==> config.mk <==
export PLATFORM = sky130hd
export DESIGN_NAME = irc_route_top
export DESIGN_NICKNAME = d
export VERILOG_FILES = /design/src/rtl/irc_pkg.sv /design/src/rtl/irc_dest_route.sv /design/src/rtl/irc_route_top.sv /design/src/rtl/irc_src_slice.sv
export VERILOG_INCLUDE_DIRS = /design/src /design/src/rtl
export SDC_FILE = /design/constraint.sdc
export NUM_CORES = 1
export LEC_CHECK = 0
export ABC_AREA = 1
export BUFFER_PORTS_ARGS = -buffer_cell sky130_fd_sc_hd__buf_2
export CAP_MARGIN = 15
export CORE_UTILIZATION = 50
export CTS_BUF_LIST = sky130_fd_sc_hd__clkbuf_2 sky130_fd_sc_hd__clkbuf_4 sky130_fd_sc_hd__clkbuf_8
export DETAILED_ROUTE_END_ITERATION = 6
export HOLD_SLACK_MARGIN = 0.06
export PLACE_DENSITY = 0.9
export SLEW_MARGIN = 0
export SYNTH_ARGS = -nofsm -noshare
export SYNTH_HDL_FRONTEND = slang
export SYNTH_HIERARCHICAL = 1
export SYNTH_SLANG_ARGS = --single-unit
==> constraint.sdc <==
create_clock -name clk_i -period 2.2 [get_ports clk_i]
set_input_delay 0.33 -clock clk_i [delete_from_list [all_inputs] [get_ports clk_i]]
set_output_delay 0.33 -clock clk_i [all_outputs]
set_load 0.03 [all_outputs]
==> src/rtl/irc_defines.svh <==
// register offsets, field positions, reset value and codes of the route block
`ifndef IRC_DEFINES_SVH
`define IRC_DEFINES_SVH
`define IRC_NUM_SRC 4
`define IRC_ADR_W 8
`define IRC_ADR_SOFT_ONE_CFG 8'h00
`define IRC_ADR_MGMT_B_CFG 8'h04
`define IRC_ADR_MGMT_A_CFG 8'h08
`define IRC_ADR_SERIAL_PORT_CFG 8'h0c
`define IRC_ADR_EVT_STATUS 8'h10
`define IRC_ADR_EVT_MASK 8'h14
`define IRC_ADR_PENDING 8'h18
`define IRC_BIT_LATCH_SKIP 4
`define IRC_BIT_PULSE_ASSERT 3
`define IRC_BIT_TRIGGER 2
`define IRC_PICK_HI 1
`define IRC_PICK_LO 0
`define IRC_CFG_RESET 32'h0000_0000
`define IRC_EVT_W 5
`define IRC_EVT_DROP_BIT 4
`define IRC_DEST_CORE_A 2'h0
`define IRC_DEST_CORE_B 2'h1
`define IRC_DEST_EXT 2'h2
`define IRC_DEST_NONE 2'h3
`endif

==> src/rtl/irc_pkg.sv <==
// types and helper function of the route block
`include "irc_defines.svh"
package irc_pkg;
	typedef struct packed {
		logic latch_skip;
		logic [1:0] dest_pick;
	} irc_cfg_t;

	typedef enum logic [1:0] {
		IRC_BUS_IDLE = 2'b01,
		IRC_BUS_ACK = 2'b10
	} irc_bus_st_t;

	typedef struct packed {
		logic line_a;
		logic line_b;
		logic line_ext;
		logic dropped;
	} irc_lines_t;

	typedef struct packed {
		logic cyc;
		logic stb;
		logic we;
		logic [7:0] adr;
		logic [3:0] sel;
		logic [31:0] dat;
	} irc_wb_req_t;

	typedef struct packed {
		irc_bus_st_t bus;
		irc_cfg_t [3:0] cfg;
		logic [3:0] force_p;
		logic [3:0] pend;
		logic [3:0] lvl;
		logic [4:0] status;
		logic [4:0] mask;
		irc_lines_t lines;
		logic irq;
		logic ack;
		logic [31:0] rdat;
	} irc_state_t;

	// sources whose selector holds the given code
	function automatic logic [3:0] irc_pick_vec(input irc_cfg_t [3:0] cfg, input logic [1:0] code);
		logic [3:0] v;
		v = 4'h0;
		for (int i = 0; i < 4; i++) begin
			v[i] = (cfg[i].dest_pick == code);
		end
		return v;
	endfunction
endpackage

==> src/rtl/irc_dest_route.sv <==
// steers delivered levels to the three destination lines
`timescale 1ns/10ps
`include "irc_defines.svh"
module irc_dest_route (
	// inputs
	input wire logic [3:0] lvl_i,
	input wire irc_pkg::irc_cfg_t [3:0] cfg_i,
	// lines
	output irc_pkg::irc_lines_t lines_o
);
	always_comb begin
		lines_o.line_a = |(lvl_i & irc_pkg::irc_pick_vec(cfg_i, `IRC_DEST_CORE_A));
		lines_o.line_b = |(lvl_i & irc_pkg::irc_pick_vec(cfg_i, `IRC_DEST_CORE_B));
		lines_o.line_ext = |(lvl_i & irc_pkg::irc_pick_vec(cfg_i, `IRC_DEST_EXT));
		lines_o.dropped = |(lvl_i & irc_pkg::irc_pick_vec(cfg_i, `IRC_DEST_NONE));
	end
endmodule

==> src/rtl/irc_route_top.sv <==
// interrupt source routing registers with wishbone slave
//
// Contract
// - bypass passes live source level to destination
// - no bypass: assertion held until cleared
// - force write without bypass gives one assertion, self-clears
// - selector 0/1/2 picks core a/b/external
// - four identical config registers, reset zero
//
// The placing of the registers and register access over Wishbone are this design's own decisions.
`timescale 1ns/10ps
`include "irc_defines.svh"
module irc_route_top (
	// clock, reset, enable
	input wire logic clk_i,
	input wire logic rst_i,
	input wire logic ce_i,
	// wishbone slave
	input wire logic wb_cyc_i,
	input wire logic wb_stb_i,
	input wire logic wb_we_i,
	input wire logic [7:0] wb_adr_i,
	input wire logic [3:0] wb_sel_i,
	input wire logic [31:0] wb_dat_i,
	output logic [31:0] wb_dat_o,
	output logic wb_ack_o,
	// interrupt sources
	input wire logic soft_one_src_i,
	input wire logic mgmt_b_src_i,
	input wire logic mgmt_a_src_i,
	input wire logic serial_port_src_i,
	// destinations
	output logic core_irq_line_a_o,
	output logic core_irq_line_b_o,
	output logic external_irq_pin_o,
	output logic irq_o
);
	irc_pkg::irc_state_t st_ff;
	irc_pkg::irc_state_t nxt_st;
	irc_pkg::irc_wb_req_t req;
	irc_pkg::irc_lines_t lines;
	logic [3:0] src_vec;
	logic [3:0] wr_cfg;
	logic [3:0] clr_vec;
	logic [3:0] force_vec;
	logic [3:0] nxt_pend;
	logic [3:0] lvl_vec;
	logic [3:0] skip_vec;
	logic [4:0] w1c_vec;
	logic req_go;
	logic wr_go;

	// configuration register offset of a source
	function automatic logic [7:0] cfg_adr(input int idx);
		logic [7:0] a;
		a = `IRC_ADR_SOFT_ONE_CFG;
		case (idx)
			1: a = `IRC_ADR_MGMT_B_CFG;
			2: a = `IRC_ADR_MGMT_A_CFG;
			3: a = `IRC_ADR_SERIAL_PORT_CFG;
			default: a = `IRC_ADR_SOFT_ONE_CFG;
		endcase
		return a;
	endfunction

	// read image of a configuration register
	function automatic logic [31:0] cfg_word(input irc_pkg::irc_cfg_t c);
		logic [31:0] w;
		w = `IRC_CFG_RESET;
		w[`IRC_BIT_LATCH_SKIP] = c.latch_skip;
		w[`IRC_PICK_HI:`IRC_PICK_LO] = c.dest_pick;
		return w;
	endfunction

	// bus request bundle
	assign req.cyc = wb_cyc_i;
	assign req.stb = wb_stb_i;
	assign req.we = wb_we_i;
	assign req.adr = wb_adr_i;
	assign req.sel = wb_sel_i;
	assign req.dat = wb_dat_i;
	assign src_vec = {serial_port_src_i, mgmt_a_src_i, mgmt_b_src_i, soft_one_src_i};

	// write decode, low byte lane only
	assign req_go = (st_ff.bus == irc_pkg::IRC_BUS_IDLE) && req.cyc && req.stb;
	assign wr_go = req_go && req.we && req.sel[0];
	assign clr_vec = (wr_go && req.adr == `IRC_ADR_PENDING) ? req.dat[3:0] : 4'h0;
	assign w1c_vec = (wr_go && req.adr == `IRC_ADR_EVT_STATUS) ? req.dat[4:0] : 5'h00;

	always_comb begin
		for (int i = 0; i < 4; i++) begin
			wr_cfg[i] = wr_go && (req.adr == cfg_adr(i));
			skip_vec[i] = st_ff.cfg[i].latch_skip;
		end
	end

	// per-source slices
	genvar g;
	generate
		for (g = 0; g < 4; g++) begin : g_src
			irc_src_slice u_slice (
				.latch_skip_i(st_ff.cfg[g].latch_skip),
				.force_i(st_ff.force_p[g]),
				.clr_i(clr_vec[g]),
				.src_i(src_vec[g]),
				.pend_i(st_ff.pend[g]),
				.nxt_pend_o(nxt_pend[g]),
				.lvl_o(lvl_vec[g])
			);
		end
	endgenerate

	irc_dest_route u_route (
		.lvl_i(lvl_vec),
		.cfg_i(st_ff.cfg),
		.lines_o(lines)
	);

	always_comb begin
		nxt_st = st_ff;
		nxt_st.ack = 1'b0;
		force_vec = 4'h0;
		case (st_ff.bus)
			irc_pkg::IRC_BUS_IDLE: begin
				if (req_go) begin
					nxt_st.bus = irc_pkg::IRC_BUS_ACK;
					nxt_st.ack = 1'b1;
					case (req.adr)
						`IRC_ADR_SOFT_ONE_CFG: nxt_st.rdat = cfg_word(st_ff.cfg[0]);
						`IRC_ADR_MGMT_B_CFG: nxt_st.rdat = cfg_word(st_ff.cfg[1]);
						`IRC_ADR_MGMT_A_CFG: nxt_st.rdat = cfg_word(st_ff.cfg[2]);
						`IRC_ADR_SERIAL_PORT_CFG: nxt_st.rdat = cfg_word(st_ff.cfg[3]);
						`IRC_ADR_EVT_STATUS: nxt_st.rdat = {27'h0, st_ff.status};
						`IRC_ADR_EVT_MASK: nxt_st.rdat = {27'h0, st_ff.mask};
						`IRC_ADR_PENDING: nxt_st.rdat = {28'h0, st_ff.pend};
						default: nxt_st.rdat = 32'h0;
					endcase
				end
			end
			irc_pkg::IRC_BUS_ACK: begin
				nxt_st.bus = irc_pkg::IRC_BUS_IDLE;
			end
			default: begin
				nxt_st.bus = irc_pkg::IRC_BUS_IDLE;
			end
		endcase
		for (int i = 0; i < 4; i++) begin
			if (wr_cfg[i]) begin
				nxt_st.cfg[i].latch_skip = req.dat[`IRC_BIT_LATCH_SKIP];
				nxt_st.cfg[i].dest_pick = req.dat[`IRC_PICK_HI:`IRC_PICK_LO];
				force_vec[i] = req.dat[`IRC_BIT_PULSE_ASSERT] & ~req.dat[`IRC_BIT_LATCH_SKIP];
			end
		end
		nxt_st.force_p = force_vec;
		if (wr_go && req.adr == `IRC_ADR_EVT_MASK) begin
			nxt_st.mask = req.dat[4:0];
		end
		nxt_st.pend = nxt_pend;
		nxt_st.lvl = lvl_vec;
		nxt_st.lines = lines;
		// new deliveries set status, set wins
		nxt_st.status = (st_ff.status & ~w1c_vec) | {lines.dropped, lvl_vec & ~st_ff.lvl};
		nxt_st.irq = |(nxt_st.status & nxt_st.mask);
	end

	always_ff @(posedge clk_i) begin
		if (rst_i) begin
			st_ff <= '0;
			st_ff.bus <= irc_pkg::IRC_BUS_IDLE;
		end else if (ce_i) begin
			st_ff <= nxt_st;
		end
	end

	assign wb_dat_o = st_ff.rdat;
	assign wb_ack_o = st_ff.ack;
	assign core_irq_line_a_o = st_ff.lines.line_a;
	assign core_irq_line_b_o = st_ff.lines.line_b;
	assign external_irq_pin_o = st_ff.lines.line_ext;
	assign irq_o = st_ff.irq;

	// assertion helpers
	logic [3:0] hold_req;
	logic [3:0] live_skip;
	logic [3:0] pick_a;
	logic [3:0] pick_none;
	logic [11:0] cfg_flat;
	assign hold_req = st_ff.pend & ~skip_vec & ~clr_vec;
	assign live_skip = src_vec & skip_vec;
	assign pick_a = irc_pkg::irc_pick_vec(st_ff.cfg, `IRC_DEST_CORE_A);
	assign pick_none = irc_pkg::irc_pick_vec(st_ff.cfg, `IRC_DEST_NONE);
	assign cfg_flat = st_ff.cfg;
	logic [3:0] pick_b;
	logic [3:0] pick_ext;
	logic [3:0] clr_only;
	logic [3:0] rise_vec;
	assign pick_b = irc_pkg::irc_pick_vec(st_ff.cfg, `IRC_DEST_CORE_B);
	assign pick_ext = irc_pkg::irc_pick_vec(st_ff.cfg, `IRC_DEST_EXT);
	assign clr_only = clr_vec & ~src_vec & ~st_ff.force_p;
	assign rise_vec = lvl_vec & ~st_ff.lvl;
endmodule

==> src/rtl/irc_src_slice.sv <==
// per-source latching, bypass and force logic
`timescale 1ns/10ps
module irc_src_slice (
	// configuration
	input wire logic latch_skip_i,
	input wire logic force_i,
	input wire logic clr_i,
	// source and held state
	input wire logic src_i,
	input wire logic pend_i,
	// results
	output logic nxt_pend_o,
	output logic lvl_o
);
	always_comb begin
		if (latch_skip_i) begin
			nxt_pend_o = 1'b0;
			lvl_o = src_i;
		end else begin
			nxt_pend_o = (pend_i & ~clr_i) | src_i | force_i;
			lvl_o = pend_i;
		end
	end
endmodule

* Yosys cells after proc, flatten, opt, wreduce, memory -nomap -nowiden
Cells that the tools add are included. W data, S select, Z words.
Word-level totals: bits in registers 73, input bits 54, output and inout port bits 37, logic and storage cells 115
Operators by class: eq/ne operators 20, mux-type cells 20, bitwise logic cells 28, reduce and logical (&&, ||, !) cells 27
Operators by type and width (count):
- $mux W33 | 2
- $pmux W5 S7 | 1
- $eq A8 B5 Y1 const B | 3
- $and A4 B4 Y4 | 5
- $eq A2 B2 Y1 const B | 8
- $eq A8 B4 Y1 const B | 2
- $reduce_or A4 Y1 | 4
- $mux W1 | 12
- $logic_and A1 B1 Y1 | 11
- $and A5 B5 Y5 | 2
- $eq A2 B1 Y1 const B | 5
- $mux W5 | 2
- $reduce_and A2 Y1 | 5
- $eq A8 B3 Y1 const B | 1
- $logic_not A2 Y1 | 4
- $logic_not A8 Y1 | 1
- $or A1 B1 Y1 | 8
- $and A1 B1 Y1 | 5
- $not A1 Y1 | 5
- $not A5 Y5 | 1
- $or A5 B5 Y5 | 1
- $reduce_or A5 Y1 | 1
- $mux W2 | 2
- $mux W4 | 1
- 3 further kinds | 3

* Depth between registers and ports, before layout
depth after elaboration 12, depth in mapped cells 11, mapped depth without buffers 11

* Modules after synthesis
The synthesis kept the hierarchy.
Modules (own cells, without submodules):
- irc_route_top | instances 1, cells an instance 345, area an instance 2441.1 um2
- irc_dest_route | instances 1, cells an instance 41, area an instance 175.2 um2
- irc_src_slice | instances 4, cells an instance 7, area an instance 28.8 um2

* Least setup slack after synthesis
No wires, ideal clock.
path type input to register, start input port wb_adr_i[7], end register st_ff[55] in the netlist's numbering, data arrival time 1.294 ns, setup slack 0.790 ns, stages 10, buffers on the path 0, cells stage by stage nor2_2 > nand2_2 > nor2_1 > nand2_1 > nor2_1 > inv_1 > nand2_1 > a21oi_1 > nor2_1 > nor2_1
Between the ends: word-level cells in the longest chain between the ends 8
Ends and longest elaborated chain:
- from (decl) | line irc_route_top.sv:22 | input wire logic [7:0] wb_adr_i,
- $eq A8 B5 Y1
- $logic_and A1 B1 Y1 (no source line)
- $mux W4 | line irc_route_top.sv:87 | assign clr_vec = (wr_go && req.adr == `IRC_ADR_PENDING) ? req.dat[3:0] : 4'h0;
- named net clr_vec[3] | line irc_route_top.sv:44 | logic [3:0] clr_vec;
- $not A1 Y1 | line irc_src_slice.sv:20 | nxt_pend_o = (pend_i & ~clr_i) | src_i | force_i;
- $and A1 B1 Y1 | line irc_src_slice.sv:20
- $or A1 B1 Y1 (2 in a row) | line irc_src_slice.sv:20
- $mux W1 | line irc_src_slice.sv:16 | if (latch_skip_i) begin
- named net nxt_pend[3] | line irc_route_top.sv:46 | logic [3:0] nxt_pend;
- to (signal assigned) | line irc_route_top.sv:171 | st_ff <= nxt_st;
- to (decl) | line irc_route_top.sv:38 | irc_pkg::irc_state_t st_ff;
The timed path passes the listed nets, and every way through them passes these cells. A chain may end at the register's enable or synchronous reset.

==> impl_metrics.toml <==
[grt]
overflow = 0
grt_max_degree = 28
gr-max-usage-layer = "met2"
use_met2_pct = 38.5
grt_usage_pct = 23.2
grt_pass1_wl_um = 10800
use_met1_pct = 29.9
grt_pass1_vias = 2370
grt_use_met3_pct = 4.34
antenna_found_initial = 0

[setup_path]
start_kind = "register"
crit_arrival_ps = 1860
crit_fanout = 6
crit_type = "register to register"
r2r_start = "st_ff[55]$_SDFFE_PP0P_"
crit_start = "st_ff[55]$_SDFFE_PP0P_"
required_ps = 2440
worstSetupEndpointType = "register"

[run]
drv_cap = 0

[cts]
path_clk_slew_ps = 90
cts_setup_buffers = 0
cts_buffers = 5
root_buffer = "clkbuf_8"
clock_sinks = 46
cts_hold_buffers = 0
clk_latency_ps = 310
ctsResizeCount = 0
htreeDepth = 2
cts_tree = "yes"
clk_path_buf_depth = 2

[route]
drtPass1Iterations = 5
viasPerCell = 5.12
routed_wl_um = 6350
via_count = 2621
ant_nets = 0
drt_iter0_markers = 240
wl_per_cell_um = 12.4
drc = 0

[place]
dp_cells = 504
place_hpwl_um = 4710
gp_congestion = 0.880
numPortBuffers = 33

[timing]
setup-tns-final_ps = 0
fmax_ghz = 0.619
skew_ps = 10.4
fin_crit_ps = 1610
worst_pin_slew_ps = 705
period_share_pct = 73.4
final_hold_viol_count = 0
final_max_slew_viol_count = 0
final-setup-viol-count = 0
rsz0062_at_grt = "no"
relSlewSlack_pct = 53.0

[finish]
diodes = 0
drive_gt1_share_pct = 14.3
instances_no_fill = 512
areaGrowthSynthToFinish_pct = 6.78
final_core_util_pct = 56.4
nNetsFinal = 495
n_fill_cell = 516

[hold_path]
hold_start = "wb_dat_i[0]"
hold_path.class = "input port to register"

[synthesis]
netlist_instances = 414
ys_ff_latch = 46
avgSynthCellArea_um2 = 6.60
yosys_warnings = 6
syn_area_um2 = 2730
ys_types = 24
ys_seq_area_share_pct = 33.7

[die]
row_count = 26
core_area_um2 = 5170
die_area_um2 = 5760
ios = 91
dieHeight_um = 75.9
die_x_um = 75.9
start_util_pct = 52.8

[outcome]
outcome = "complete, no violations"

[power]
ir_drop_mv = 0.340
leakage_nw = 1.50
powerDensity_nw_per_um2 = 587
-- Yosys cell counts --
| cell | count | area [um2] |
|---|---|---|
| nand2_1 | 93 | 349 |
| inv_1 | 53 | 199 |
| dfxtp_1 | 46 | 921 |
| nor2_1 | 44 | 165 |
| a21oi_1 | 37 | 185 |
| buf_4 | 32 | 240 |
| o21ai_0 | 31 | 155 |
| nand3_1 | 27 | 135 |
| o21ai_1 | 15 | 75.1 |
| clkbuf_1 | 6 | 22.5 |
| nor2_8 | 6 | 120 |
| inv_2 | 3 | 11.3 |
| nand4_1 | 3 | 18.8 |
| nor2_2 | 3 | 18.8 |
| buf_1 | 2 | 7.51 |
| inv_4 | 2 | 12.5 |
| nand2_4 | 2 | 22.5 |
| nor2_4 | 2 | 22.5 |
| o211ai_1 | 2 | 15.0 |
| buf_2 | 1 | 5.00 |
| conb_1 | 1 | 3.75 |
| nand2_2 | 1 | 6.26 |
| nand3_2 | 1 | 10.0 |
| o211a_1 | 1 | 10.0 |
-- layer usage --
| layer | up-vias | share of wire (%) | routed length (um) |
|---|---|---|---|
| li1 | 1298 | - | - |
| met1 | 1184 | 42 | 2690 |
| met2 | 126 | 48 | 3070 |
| met3 | 13 | 7.5 | 475 |
| met4 | 0 | 1.8 | 116 |
| met5 | - | 0 | 0 |
-- sequential cells by signal, indices dropped and copies added, names as in the netlist --
signal	cells
irq_o	1
wb_dat_o	5
external_irq_pin_o	1
wb_ack_o	1
st_ff	24
core_irq_line_b_o	1
core_irq_line_a_o	1
cfg_flat	12
-- layout make-up --
type	count	area (um2)	area share [%]
inverter	58	223	7.64
clock inverter	1	5.00	0.172
timing repair buffer	35	180	6.18
multi-input combinational	295	1410	48.3
clock buffer	7	90.1	3.09
sequential	46	921	31.6
tap	70	87.6	3.00
-- path summary, 6_finish.rpt --
path | endpoint | slack [ps] | depth (start not counted)
min reg2reg | st_ff[50]$_SDFFE_PP0P_ | 460 | 2
max | irq_o$_SDFFE_PP0P_ | 590 | 10
max reg2reg | irq_o$_SDFFE_PP0P_ | 590 | 10
min | cfg_flat[6]$_SDFFE_PP0P_ | 400 | 3
-- metrics by stage --
| stage | setup WS (ps) | instance area, um2 | power, mW | hold WS (ps) |
|---|---|---|---|---|
| 2_1_floorplan | 790 | 2830 | 1.14 | 433 |
| 5_1_grt | 421 | 2920 | 1.79 | 404 |
| 3_5_place_dp | 411 | 2820 | 1.17 | 448 |
| 6_report | 586 | 2920 | 1.71 | 402 |
| 3_3_place_gp | 438 | 2820 | 1.16 | 443 |
| 4_1_cts | 636 | 2920 | 1.71 | 400 |
-- critical path, stage by stage, from the launching register on --
cell	delay, ps
dfxtp_1	400
inv_1	60
o21ai_1	400
nand3_1	160
nand4_1	100
inv_1	50
nand2_1	80
nand2_1	50
nand3_1	100
nor2_1	50
nor2_1	90
-- where the power goes --
| group | internal, mW | leakage, nW | switching, mW |
|---|---|---|---|
| clock network | 0.266 | 0.0517 | 0.288 |
| logic | 0.0691 | 1.07 | 0.206 |
| registers | 0.862 | 0.376 | 0.0191 |
| total | 1.20 | 1.50 | 0.513 |
-- cells in the final DEF, fill, tap and decap left out --
cell type	netlist	layout
o21ai_1	15	15
nor2_4	2	2
buf_2	1	33
inv_1	53	53
nand3_1	27	27
nor2_1	44	44
nand4_1	3	3
inv_2	3	3
nor2_8	6	6
o211a_1	1	1
buf_4	32	2
nand2_4	2	2
a21oi_1	37	37
o21ai_0	31	31
inv_4	2	2
clkinv_2	0	1
o211ai_1	2	2
nand2_2	1	1
clkbuf_4	0	1
nand2_1	93	93
dfxtp_1	46	46
nand3_2	1	1
conb_1	1	27
clkbuf_8	0	6
nor2_2	3	3
-- kinds of logic (layout without fill, tap and decap cells) --
group	count (synthesis)	in the layout	synth area share (%)
other cells	1	27	0.137
buf+inv	99	101	18.2
flops	46	46	33.7
compound gates	86	86	16.1
simple gates	182	182	31.8
Power figures use the tool's default switching activity.
